--- config.mk ---
export PLATFORM = sky130hd
export DESIGN_NAME = pmc_top
export DESIGN_NICKNAME = d
export VERILOG_FILES = /design/src/verilog/pmc_pkg.sv /design/src/verilog/pmc_retain_reg.sv /design/src/verilog/pmc_top.sv
export VERILOG_INCLUDE_DIRS = /design/src /design/src/verilog
export SDC_FILE = /design/constraint.sdc
export NUM_CORES = 1
export LEC_CHECK = 0
export ABC_CLOCK_PERIOD_IN_PS = 1800
export BUFFER_PORTS_ARGS = -buffer_cell sky130_fd_sc_hd__buf_2
export CORE_ASPECT_RATIO = 2
export CORE_MARGIN = 2
export CORE_UTILIZATION = 49
export DETAILED_ROUTE_END_ITERATION = 16
export HOLD_SLACK_MARGIN = 0.02
export PLACE_DENSITY = 0.77
export SYNTH_ARGS = -nofsm -noshare
export SYNTH_HDL_FRONTEND = slang
export SYNTH_SLANG_ARGS = --single-unit
--- constraint.sdc ---
create_clock -name pclk -period 1.8 [get_ports pclk]
set_input_delay 0.18 -clock pclk [delete_from_list [all_inputs] [get_ports pclk]]
set_output_delay 0.18 -clock pclk [all_outputs]
set_load 0.1 [all_outputs]
--- src/verilog/pmc_regs.svh ---
// register offsets, field positions, reset values and timing counts
// assumes inclusion by bare name from design files of the mode controller
`ifndef PMC_REGS_SVH
`define PMC_REGS_SVH

// ------------------------------------------------------------
// register byte offsets
// ------------------------------------------------------------
`define PMC_OFS_MODE_CTRL 8'h00
`define PMC_OFS_SENSOR_EN 8'h04
`define PMC_OFS_WAKE_CFG 8'h08
`define PMC_OFS_CLK_SEL 8'h0C
`define PMC_OFS_STATUS 8'h10
`define PMC_OFS_RETAIN 8'h14

// ------------------------------------------------------------
// field positions
// ------------------------------------------------------------
`define PMC_MODE_REQ_LSB 0
`define PMC_WCFG_RTC_BIT 0
`define PMC_WCFG_ALARM_BIT 1
`define PMC_WCFG_WCTRL_BIT 2
`define PMC_WCFG_PIN_LSB 4
`define PMC_STAT_MODE_LSB 0
`define PMC_STAT_CAUSE_LSB 4
`define PMC_STAT_ALARM_BIT 8

// ------------------------------------------------------------
// mode request codes and reset values
// ------------------------------------------------------------
`define PMC_REQ_STANDBY 2'h1
`define PMC_REQ_SLEEP 2'h2
`define PMC_SENSOR_EN_RST 8'h00
`define PMC_WAKE_CFG_RST 8'h00
`define PMC_RETAIN_RST 32'h0000_0000

// ------------------------------------------------------------
// timing: system reset pulse after a sleep exit
// ------------------------------------------------------------
`define PMC_CLK_MHZ 40
`define PMC_SYS_RST_NS 1000
`define PMC_SYS_RST_CYC ((`PMC_SYS_RST_NS * `PMC_CLK_MHZ + 999) / 1000)

`endif

--- src/verilog/pmc_pkg.sv ---
// types shared by the mode controller files
// assumes nothing beyond a SystemVerilog compiler
package pmc_pkg;

	// operating mode, plus the reset step that follows a sleep exit
	typedef enum logic [1:0] {
		PMC_RUN,
		PMC_STANDBY,
		PMC_SLEEP,
		PMC_SLEEP_EXIT
	} pmc_mode_type;

endpackage

--- src/verilog/pmc_retain_reg.sv ---
// general purpose retention register of the mode controller
// assumes it is reset by power-on only, never by the sleep-exit reset
`timescale 1ns/1ps
`include "pmc_regs.svh"

module pmc_retain_reg #(
	parameter int WIDTH = 32
) (
	input wire logic pclk,
	input wire logic presetn,
	input wire logic wr_en,
	input wire logic [WIDTH-1:0] wr_data,
	output logic [WIDTH-1:0] rd_data_q
);

	// ------------------------------------------------------------
	// storage
	// ------------------------------------------------------------
	// only power-on clears it so software state survives a sleep exit
	always_ff @(posedge pclk or negedge presetn) begin
		if (!presetn) begin
			rd_data_q <= WIDTH'(`PMC_RETAIN_RST);
		end else if (wr_en) begin
			rd_data_q <= wr_data;
		end
	end

endmodule

--- src/verilog/pmc_top.sv ---
// operating mode controller: run, standby and sleep with wakeup logic
// assumes an apb master on pclk, wake pins and alarm synchronous to pclk
//
// Summary of operation
// only run, standby and sleep exist; each powers just what it needs
// run mode enables the digital core regulator fully
// run mode clocks the processor from internal or external source as selected
// standby or sleep entry is accepted only from run on software request
// standby pauses processor execution keeping program state
// standby lowers core regulator voltage, registers and sram kept
// standby powers down sensor parts, analog regulators, references automatically
// standby disables internal oscillator automatically
// rtc, alarm, wakeup controller stay active in low power only if enabled
// enabled rtc alarm or enabled wake pin returns to run
// sleep powers down digital and analog regulators, oscillator, sensor parts
// sleep exit resets system and starts at first rom instruction
// retention register survives sleep and the following reset
// in run, software enables each sensor part individually
// pins 0 and 1 wake on falling edge, pins 2 and 3 on rising
// supply supervisor off in sleep and standby, on in run
// low power entry via mode register write, power down after acceptance
// wake sources ignored in run, act only in standby or sleep
`timescale 1ns/1ps
`include "pmc_regs.svh"

module pmc_top #(
	parameter int SENS_W = 8,
	parameter int NPIN = 4,
	parameter int RST_CYC = `PMC_SYS_RST_CYC
) (
	input wire logic pclk,
	input wire logic presetn,
	input wire logic psel,
	input wire logic penable,
	input wire logic pwrite,
	input wire logic [7:0] paddr,
	input wire logic [31:0] pwdata,
	output logic [31:0] prdata,
	output logic pready,
	output logic pslverr,
	input wire logic [NPIN-1:0] wakeup_pin_group,
	input wire logic rtc_alarm,
	output logic digital_core_regulator_en,
	output logic digital_core_regulator_low,
	output logic [SENS_W-1:0] sensor_en,
	output logic osc_en,
	output logic cpu_run,
	output logic cpu_clk_ext,
	output logic supervisor_en,
	output logic rtc_en,
	output logic rtc_alarm_en,
	output logic wake_ctrl_en,
	output logic sys_reset,
	output logic boot_rom
);

	// ------------------------------------------------------------
	// declarations
	// ------------------------------------------------------------
	pmc_pkg::pmc_mode_type mode_q;
	pmc_pkg::pmc_mode_type mode_d;
	logic [SENS_W-1:0] sensor_cfg_q;
	logic [7:0] wake_cfg_q;
	logic clk_sel_q;
	logic [NPIN-1:0] pin_prev_q;
	logic [NPIN-1:0] pin_hit;
	logic [NPIN-1:0] cause_q;
	logic alarm_cause_q;
	logic alarm_hit;
	logic wake;
	logic [15:0] rst_cnt_q;
	logic sys_clear;
	logic acc;
	logic wr;
	logic rd_phase;
	logic mapped;
	logic refuse;
	logic [1:0] req;
	logic [31:0] rd_mux;
	logic [31:0] retain_q;
	logic [31:0] status_word;

	// true in either low power mode
	function automatic logic is_low(input pmc_pkg::pmc_mode_type m);
		is_low = (m == pmc_pkg::PMC_STANDBY) || (m == pmc_pkg::PMC_SLEEP);
	endfunction

	// address decode shared by read and write paths
	function automatic logic is_mapped(input logic [7:0] a);
		is_mapped = (a == `PMC_OFS_MODE_CTRL) || (a == `PMC_OFS_SENSOR_EN) ||
			(a == `PMC_OFS_WAKE_CFG) || (a == `PMC_OFS_CLK_SEL) ||
			(a == `PMC_OFS_STATUS) || (a == `PMC_OFS_RETAIN);
	endfunction

	// ------------------------------------------------------------
	// apb slave: one wait state, write lands at the pready edge
	// ------------------------------------------------------------
	assign acc = psel && penable;
	assign rd_phase = acc && !pready;
	assign wr = acc && pready && pwrite && !pslverr;
	assign mapped = is_mapped(paddr);
	assign req = pwdata[`PMC_MODE_REQ_LSB +: 2];
	// config writes outside run cannot be honoured; bad mode codes too
	assign refuse = pwrite && (mode_q != pmc_pkg::PMC_RUN ||
		(paddr == `PMC_OFS_MODE_CTRL && req != `PMC_REQ_STANDBY &&
		req != `PMC_REQ_SLEEP));

	// pready rises one cycle into the access phase, falls right after
	always_ff @(posedge pclk or negedge presetn) begin
		if (!presetn) begin
			pready <= 1'b0;
		end else begin
			pready <= rd_phase;
		end
	end

	// error flag and read data captured together with pready
	always_ff @(posedge pclk or negedge presetn) begin
		if (!presetn) begin
			pslverr <= 1'b0;
			prdata <= 32'h0000_0000;
		end else if (rd_phase) begin
			pslverr <= !mapped || refuse;
			prdata <= pwrite ? 32'h0000_0000 : rd_mux;
		end else begin
			pslverr <= 1'b0;
		end
	end

	// ------------------------------------------------------------
	// read mux
	// ------------------------------------------------------------
	assign status_word = {23'h00_0000, alarm_cause_q, 8'(cause_q) << `PMC_STAT_CAUSE_LSB} |
		{30'h0000_0000, mode_q};

	always_comb begin
		rd_mux = 32'h0000_0000;
		unique case (paddr)
			`PMC_OFS_MODE_CTRL: rd_mux = {30'h0000_0000, mode_q};
			`PMC_OFS_SENSOR_EN: rd_mux = 32'(sensor_cfg_q);
			`PMC_OFS_WAKE_CFG: rd_mux = {24'h00_0000, wake_cfg_q};
			`PMC_OFS_CLK_SEL: rd_mux = {31'h0000_0000, clk_sel_q};
			`PMC_OFS_STATUS: rd_mux = status_word;
			`PMC_OFS_RETAIN: rd_mux = retain_q;
			default: rd_mux = 32'h0000_0000;
		endcase
	end

	// ------------------------------------------------------------
	// software configuration
	// ------------------------------------------------------------
	// the sleep-exit reset clears sensor and clock config, but not wake config or retention
	assign sys_clear = (mode_q == pmc_pkg::PMC_SLEEP_EXIT);

	// per-component sensor enables, writable only while running
	always_ff @(posedge pclk or negedge presetn) begin
		if (!presetn) begin
			sensor_cfg_q <= SENS_W'(`PMC_SENSOR_EN_RST);
		end else if (sys_clear) begin
			sensor_cfg_q <= SENS_W'(`PMC_SENSOR_EN_RST);
		end else if (wr && paddr == `PMC_OFS_SENSOR_EN) begin
			sensor_cfg_q <= pwdata[SENS_W-1:0];
		end
	end

	// wake sources must be armed here before the low power request
	always_ff @(posedge pclk or negedge presetn) begin
		if (!presetn) begin
			wake_cfg_q <= `PMC_WAKE_CFG_RST;
		end else if (wr && paddr == `PMC_OFS_WAKE_CFG) begin
			wake_cfg_q <= pwdata[7:0];
		end
	end

	// processor clock source selection
	always_ff @(posedge pclk or negedge presetn) begin
		if (!presetn) begin
			clk_sel_q <= 1'b0;
		end else if (sys_clear) begin
			clk_sel_q <= 1'b0;
		end else if (wr && paddr == `PMC_OFS_CLK_SEL) begin
			clk_sel_q <= pwdata[0];
		end
	end

	// retention word, untouched by the sleep-exit reset
	pmc_retain_reg #(
		.WIDTH(32)
	) u_retain (
		.pclk(pclk),
		.presetn(presetn),
		.wr_en(wr && paddr == `PMC_OFS_RETAIN),
		.wr_data(pwdata),
		.rd_data_q(retain_q)
	);

	// ------------------------------------------------------------
	// wake detection
	// ------------------------------------------------------------
	// pins are synchronous, so one history flop gives the edge
	always_ff @(posedge pclk or negedge presetn) begin
		if (!presetn) begin
			pin_prev_q <= '0;
		end else begin
			pin_prev_q <= wakeup_pin_group;
		end
	end

	// low two pins fall, the rest rise; each gated by its enable
	always_comb begin
		pin_hit = '0;
		for (int i = 0; i < NPIN; i++) begin
			if (i < 2) begin
				pin_hit[i] = pin_prev_q[i] && !wakeup_pin_group[i];
			end else begin
				pin_hit[i] = !pin_prev_q[i] && wakeup_pin_group[i];
			end
			pin_hit[i] = pin_hit[i] && wake_cfg_q[`PMC_WCFG_PIN_LSB + i] &&
				wake_cfg_q[`PMC_WCFG_WCTRL_BIT] && is_low(mode_q);
		end
	end

	assign alarm_hit = rtc_alarm && wake_cfg_q[`PMC_WCFG_RTC_BIT] &&
		wake_cfg_q[`PMC_WCFG_ALARM_BIT] && is_low(mode_q);
	assign wake = alarm_hit || (|pin_hit);

	// sticky wake cause, write one to clear; a new hit wins over the clear
	always_ff @(posedge pclk or negedge presetn) begin
		if (!presetn) begin
			cause_q <= '0;
			alarm_cause_q <= 1'b0;
		end else begin
			if (wr && paddr == `PMC_OFS_STATUS) begin
				cause_q <= (cause_q & ~pwdata[`PMC_STAT_CAUSE_LSB +: NPIN]) | pin_hit;
				alarm_cause_q <= (alarm_cause_q && !pwdata[`PMC_STAT_ALARM_BIT]) ||
					alarm_hit;
			end else begin
				cause_q <= cause_q | pin_hit;
				alarm_cause_q <= alarm_cause_q || alarm_hit;
			end
		end
	end

	// ------------------------------------------------------------
	// mode state machine
	// ------------------------------------------------------------
	always_comb begin
		mode_d = mode_q;
		unique case (mode_q)
			pmc_pkg::PMC_RUN: begin
				// accepted only from run, by an accepted register write
				if (wr && paddr == `PMC_OFS_MODE_CTRL) begin
					mode_d = (req == `PMC_REQ_SLEEP) ? pmc_pkg::PMC_SLEEP :
						pmc_pkg::PMC_STANDBY;
				end
			end
			pmc_pkg::PMC_STANDBY: begin
				if (wake) begin
					mode_d = pmc_pkg::PMC_RUN;
				end
			end
			pmc_pkg::PMC_SLEEP: begin
				if (wake) begin
					mode_d = pmc_pkg::PMC_SLEEP_EXIT;
				end
			end
			pmc_pkg::PMC_SLEEP_EXIT: begin
				if (rst_cnt_q == 16'(RST_CYC - 1)) begin
					mode_d = pmc_pkg::PMC_RUN;
				end
			end
		endcase
	end

	always_ff @(posedge pclk or negedge presetn) begin
		if (!presetn) begin
			mode_q <= pmc_pkg::PMC_RUN;
		end else begin
			mode_q <= mode_d;
		end
	end

	// length of the system reset after a sleep exit
	always_ff @(posedge pclk or negedge presetn) begin
		if (!presetn) begin
			rst_cnt_q <= 16'h0000;
		end else if (mode_q == pmc_pkg::PMC_SLEEP_EXIT) begin
			rst_cnt_q <= rst_cnt_q + 16'h0001;
		end else begin
			rst_cnt_q <= 16'h0000;
		end
	end

	// ------------------------------------------------------------
	// power and clock controls, one cycle behind the mode
	// ------------------------------------------------------------
	// outputs follow mode_q so they change only after the request is taken
	always_ff @(posedge pclk or negedge presetn) begin
		if (!presetn) begin
			digital_core_regulator_en <= 1'b1;
			digital_core_regulator_low <= 1'b0;
			osc_en <= 1'b1;
			cpu_run <= 1'b1;
			supervisor_en <= 1'b1;
			sensor_en <= '0;
		end else begin
			digital_core_regulator_en <= mode_q != pmc_pkg::PMC_SLEEP;
			digital_core_regulator_low <= mode_q == pmc_pkg::PMC_STANDBY;
			osc_en <= !is_low(mode_q);
			cpu_run <= mode_q == pmc_pkg::PMC_RUN;
			supervisor_en <= !is_low(mode_q);
			sensor_en <= (mode_q == pmc_pkg::PMC_RUN) ? sensor_cfg_q : '0;
		end
	end

	// clock source and always-on domain enables
	always_ff @(posedge pclk or negedge presetn) begin
		if (!presetn) begin
			cpu_clk_ext <= 1'b0;
			rtc_en <= 1'b0;
			rtc_alarm_en <= 1'b0;
			wake_ctrl_en <= 1'b0;
		end else begin
			cpu_clk_ext <= clk_sel_q;
			rtc_en <= wake_cfg_q[`PMC_WCFG_RTC_BIT];
			rtc_alarm_en <= wake_cfg_q[`PMC_WCFG_ALARM_BIT];
			wake_ctrl_en <= wake_cfg_q[`PMC_WCFG_WCTRL_BIT];
		end
	end

	// system reset during exit, with a one-cycle boot-from-rom pulse in its last cycle
	always_ff @(posedge pclk or negedge presetn) begin
		if (!presetn) begin
			sys_reset <= 1'b0;
			boot_rom <= 1'b0;
		end else begin
			sys_reset <= mode_q == pmc_pkg::PMC_SLEEP_EXIT;
			boot_rom <= mode_q == pmc_pkg::PMC_SLEEP_EXIT &&
				mode_d == pmc_pkg::PMC_RUN;
		end
	end

endmodule
==> flow_metrics.tcl, run 1 <==
set metrics [dict create \
    start_kind "register" \
    drv_slew 0 \
    seq_area_frac_synth_pct 62.2 \
    synth-main-ff-cell "dfrtp_1" \
    cts_tree "built" \
    worstReg2RegStart "rst_cnt_q[7]" \
    multi_input_area_mm2 0.00201 \
    avgSynthCellArea_um2 13.0 \
    gp_congestion 0.895 \
    synth_top_cell_area_share_pct 60.6 \
    synth-edff-count 0 \
    yosys_warnings 0 \
    fillers 717 \
    p_leak_uw 0.00372 \
    antenna_found_initial 0 \
    cts-root-buf "clkbuf_16" \
    numCtsBuffers 17 \
    grt_max_degree 69 \
    timing.setup.tns_ps -534 \
    clock_latency_ps 410 \
    failed_checks "setup timing" \
    htree_levels 4 \
    mappedNetlistArea_mm2 0.00516 \
    final_cells 732 \
    path_class "reg2reg" \
    gr-total-overflow 0 \
    maxSlewHeadroom_pct 60.0 \
    grt_pass1_wl_mm 22.4 \
    rr_endpoint "boot_rom" \
    drt_iter0_drc 273 \
    diodes 0 \
    vias_per_cell 5.60 \
    placedCellCount 665 \
    synth_seq_cells 128 \
    fin_worst_skew_ps 9.30 \
    netlist_instances 397 \
    netlist_top_cells_area "dfrtp_1 61%, mux2_2 7.2%, a22o_1 4.4%" \
    die_w_um 76.6 \
    worst_ep_arrival_time_ps 2390 \
    whs_endpoint "wake_cfg_q[3]" \
    grt_setup_unrepaired "yes" \
    drc 0 \
    die_area_mm2 0.0114 \
    initial_core_util_pct 49.5 \
    ys_top_cells_by_count "125 x dfrtp_1, 33 x mux2_2, 28 x nor2_1" \
    synth_cell_type_count 47 \
    die_h_um 149 \
    cts_buffer_depth 2 \
    wl_per_cell_um 19.4 \
    peakVddDrop_mv 0.659 \
    core.rowCount 53 \
    fmax_ghz 0.486 \
    hp-class "in2reg" \
    drt_wl_total_mm 14.2 \
    vias 4101 \
    grt_pass1_vias 4393 \
    period_share_pct 114 \
    setup_slack_ps -259 \
    track_usage_pct 26.1 \
    holdPathStages 2 \
    worstMarginPinSlew_ps 594 \
    maxCapViolations 0 \
    setup_viol 3 \
    ff2ff_path_depth 7 \
    regArea_mm2 0.00321 \
    clock_sinks 128 \
    synthArstFlopShare_pct 100 \
    crit_path_end_kind "register" \
    crit_required_ps 2130 \
    syn2layout_area_growth_pct 41.6 \
    core_area_mm2 0.0104 \
    status "complete, but fails checks" \
    drive_gt1_share_pct 42.7 \
    firstDrtPassIters 5 \
    hold_viol_final 0 \
    finalNetCount 637 \
    synth_nets 452 \
    worstHoldStart "pwdata[3]" \
    port_buffers 102 \
    period_minus_slack_ps 2060 \
    ios 103 \
    synth_top_area_cell "dfrtp_1" \
    yosysMostFrequentCell "dfrtp_1" \
    whs_ps 56.4 \
    preCtsSetupSlack_ps -379 \
    crit_fanout 2 \
    clk_pin_slew_ps 60 \
    dp_hpwl_mm 9.31 \
    final_core_util_pct 70.1 \
    reg2reg_slack_ps -260 \
    ant_nets 0 \
    p_per_area_mw_per_mm2 904 \
]
==> flip-flops by register name (all words and copies together) (netlist names), 2 cells and up <==
signal / flops
sensor_cfg_q: 8
pin_prev_q: 4
cause_q: 4
prdata: 32
rst_cnt_q: 16
mode_q: 2
u_retain.rd_data_q: 32
sensor_en: 8
wake_cfg_q: 8
==> how the worst max path moves through the flow <==
stage | start | endpoint | cells past startpoint
after floorplan | pready | sensor_cfg_q[0] | 6
after global placement | mode_q[0] | boot_rom | 8
after detailed placement | mode_q[0] | boot_rom | 8
after CTS | rst_cnt_q[15] | boot_rom | 7
after global routing | rst_cnt_q[7] | boot_rom | 7
final | rst_cnt_q[7] | boot_rom | 7
==> repair_timing <==
action	CTS	global route
pin swaps	10	7
hold buffers	29	0
setup buffers	4	2
resized for setup	16	14
endpoints found under the hold margin	88	0
endpoints found under the setup margin	52	22
==> layout by cell type (no fill, tap or decap), types with 9 or more instances in the layout <==
| cell type | count |
|---|---|
| clkbuf_16 | 17 |
| mux2_2 | 31 |
| mux2i_1 | 12 |
| dlygate4sd3_1 | 29 |
| buf_4 | 45 |
| nand2_1 | 24 |
| a22o_1 | 26 |
| nor2_1 | 28 |
| and2_1 | 9 |
| buf_2 | 101 |
| dfrtp_1 | 123 |
==> worst max-delay path, cell delays in order, from the launching register on <==
cell and delay, ps:
dfrtp_1 390, or4_4 560, nor4_4 310, o21ai_2 100, a31oi_2 230, buf_4 170, o2bb2ai_4 60, nor3_2 160
==> power by group <==
| part | internal (uW) | switching [uW] | leakage, uW | total, uW |
|---|---|---|---|---|
| clock network | 2150 | 1260 | 0.000293 | 3410 |
| logic | 118 | 175 | 0.00167 | 293 |
| registers | 2900 | 8.62 | 0.00176 | 2900 |
| total | 5160 | 1440 | 0.00372 | 6600 |
==> area by class of cell <==
type | instances | area share [%]
tap | 137 | 2.35
multi-input combinational | 243 | 27.5
sequential | 128 | 44.0
inverter | 9 | 0.463
timing repair buffer | 183 | 17.5
clock buffer | 20 | 6.39
clock inverter | 12 | 1.78
==> metal layers <==
layer | global-route usage [%] | share of wire (%) | wire length (um)
met5 | 0 | 0 | 0
met4 | 19.8 | 5.6 | 799
met1 | 27.2 | 36 | 5060
met2 | 45.4 | 55 | 7770
met3 | 5.99 | 4.2 | 593
==> per-stage QoR <==
step / cell area [um^2] / total power [uW]
2_1_floorplan: 5250 / 3020
3_3_place_gp: 6220 / 3190
3_5_place_dp: 6220 / 3190
4_1_cts: 7210 / 6640
5_1_grt: 7300 / 6830
6_report: 7300 / 6600
==> kinds of logic (layout without fill, tap and decap cells) <==
group	count (synthesis)	count (layout)	synth area share, %
and+or+nand+nor	108	108	10.9
muxes	52	52	11.1
DFF	128	128	62.2
adders and majority gates	5	5	1.21
AOI/OAI and AO/OA	66	66	10.3
xor gates and xnor gates	12	12	2.04
buffers and inverters	26	224	2.38
(Power assumes the default switching activity.)
==> inputs of run 2 (changes only) <==
Settings changed: CORE_ASPECT_RATIO 2 to 0.7, RECOVER_POWER set to 25.
==> run 2 against run 1 <==
  * The flow still finishes with violations (setup timing)
  * Non-clock buffer count shrank 7
  * Count of clock-buffer cells in the layout increased by 2
  * Global-route usage down 2.4 points
==> flow_metrics.tcl, run 2 (synthesis results as in run 1) <==
set metrics [dict create \
    top_regs "prdata: 32 flops, u_retain.rd_data_q: 32 flops, rst_cnt_q: 16 flops" \
    dp_hpwl_mm 8.75 \
    die_h_um 89.8 \
    drive_gt1_share_pct 40.9 \
    die_area_mm2 0.0114 \
    port_buffers 102 \
    setup_viol 3 \
    maxSlewHeadroom_pct 27.4 \
    clk_pin_slew_ps 50 \
    cts_tree "built" \
    holdPathStages 2 \
    grt_setup_unrepaired "yes" \
    peakVddDrop_mv 0.685 \
    track_usage_pct 23.8 \
    start_kind "register" \
    status "complete, but fails checks" \
    p_leak_uw 0.00370 \
    vias_per_cell 5.50 \
    worst_ep_arrival_time_ps 2200 \
    drt_iter0_drc 310 \
    ff2ff_path_depth 8 \
    drc 0 \
    crit_path_end_kind "register" \
    worstMarginPinSlew_ps 1090 \
    vias 3954 \
    ios 103 \
    gr-total-overflow 0 \
    timing.setup.tns_ps -163 \
    clock_latency_ps 410 \
    period_share_pct 106 \
    gp_congestion 0.886 \
    maxCapViolations 0 \
    crit_required_ps 2090 \
    layout_commonest_cell "dfrtp_1" \
    die_w_um 127 \
    syn2layout_area_growth_pct 41.2 \
    firstDrtPassIters 5 \
    drt_wl_total_mm 13.2 \
    grt_pass1_wl_mm 20.9 \
    period_minus_slack_ps 1910 \
    diodes 0 \
    crit_fanout 4 \
    wl_per_cell_um 18.3 \
    path_class "reg2reg" \
    drv_slew 0 \
    postPlaceCellArea_mm2 0.00623 \
    finalInstanceArea_mm2 0.00728 \
    initial_core_util_pct 50.2 \
    clock_sinks 128 \
    hp-class "in2reg" \
    layout_common_cells "123 x dfrtp_1, 97 x buf_2, 39 x buf_4, 28 x nor2_1" \
    numCtsBuffers 17 \
    htree_levels 4 \
    setup_slack_ps -111 \
    core.rowCount 31 \
    p_per_area_mw_per_mm2 941 \
    fmax_ghz 0.523 \
    failed_checks "setup timing" \
    grt_pass1_vias 3964 \
    finalNetCount 630 \
    fin_worst_skew_ps 6.20 \
    cts-root-buf "clkbuf_16" \
    grt_max_degree 41 \
    ant_nets 0 \
    antenna_found_initial 0 \
    core_area_mm2 0.0103 \
    cts_buffer_depth 2 \
    hold_viol_final 0 \
]
==> run 2: cell types whose count changed in the layout (fill, tap and decap cells not counted), sizes merged <==
cell,change
buf,-9
clkbuf,+7
clkinvlp,+2
bufinv,+2
dlygate4sd3,-3
inv,-3
clkinv,-4
==> run 2: cell type report <==
type / instances / area (um^2)
flip-flops and latches: 128 / 3210
well taps: 132 / 165
fillers: 682 / 2990
clock buffers: 22 / 484
repair buffers: 176 / 1230
clock inverters: 9 / 155
multi-input cells: 243 / 2000
inverters: 9 / 33.8
==> run 2: metrics by stage <==
stage	utilization (%)	total power [uW]	setup WS (ps)	hold slack (ps)	cells
global placement	60.6	3190	-113	196	659
finish	70.9	6860	-111	11.7	719
global route	70.9	7050	-176	22.3	719
CTS	70.2	6890	-113	20.2	718
detailed placement	60.6	3190	-421	203	659
floorplan	-	3020	-217	-116	397
==> run 2: where the power goes <==
group	internal (uW)	switching (uW)	leakage, uW
Combinational	115	173	0.00164
Sequential	2900	8.93	0.00176
Clock	2450	1210	0.000300
==> run 2: critical path, stage by stage (launching register included) <==
cell and delay, ps:
dfrtp_1 400, inv_2 90, ha_4 220, nand2_8 100, nor3_4 70, nor4_4 330, a31oi_2 170, o32ai_2 360
nor3_2 60
==> run 2: final timing paths <==
check                           startpoint  slack [ps]                     end
worst max-delay path             mode_q[0]        -110                boot_rom
worst min-delay path            pwdata[13]          10  u_retain.rd_data_q[13]
worst max register to register   mode_q[0]        -110                boot_rom
worst min register to register   clk_sel_q         410             cpu_clk_ext
max in group asynchronous          presetn         440            rst_cnt_q[1]
min in group asynchronous          presetn         510  u_retain.rd_data_q[18]
==> run 2: what timing repair did <==
| action | CTS | global route |
|---|---|---|
| setup buffers | 2 | 1 |
| pin swaps | 9 | 7 |
| setup endpoints to repair | 11 | 11 |
| hold buffers | 26 | 0 |
| resized for setup | 16 | 14 |
| endpoints found under the hold margin | 61 | 0 |
==> run 2: metal layers <==
metal | up-vias | GRT usage, % | part of all wire, %
met2 | 147 | 37.4 | 47
li1 | 1789 | - | -
met1 | 2001 | 32.8 | 45
met4 | 0 | 7.51 | 1.1
met5 | - | 0 | 0
met3 | 17 | 5.95 | 6.9
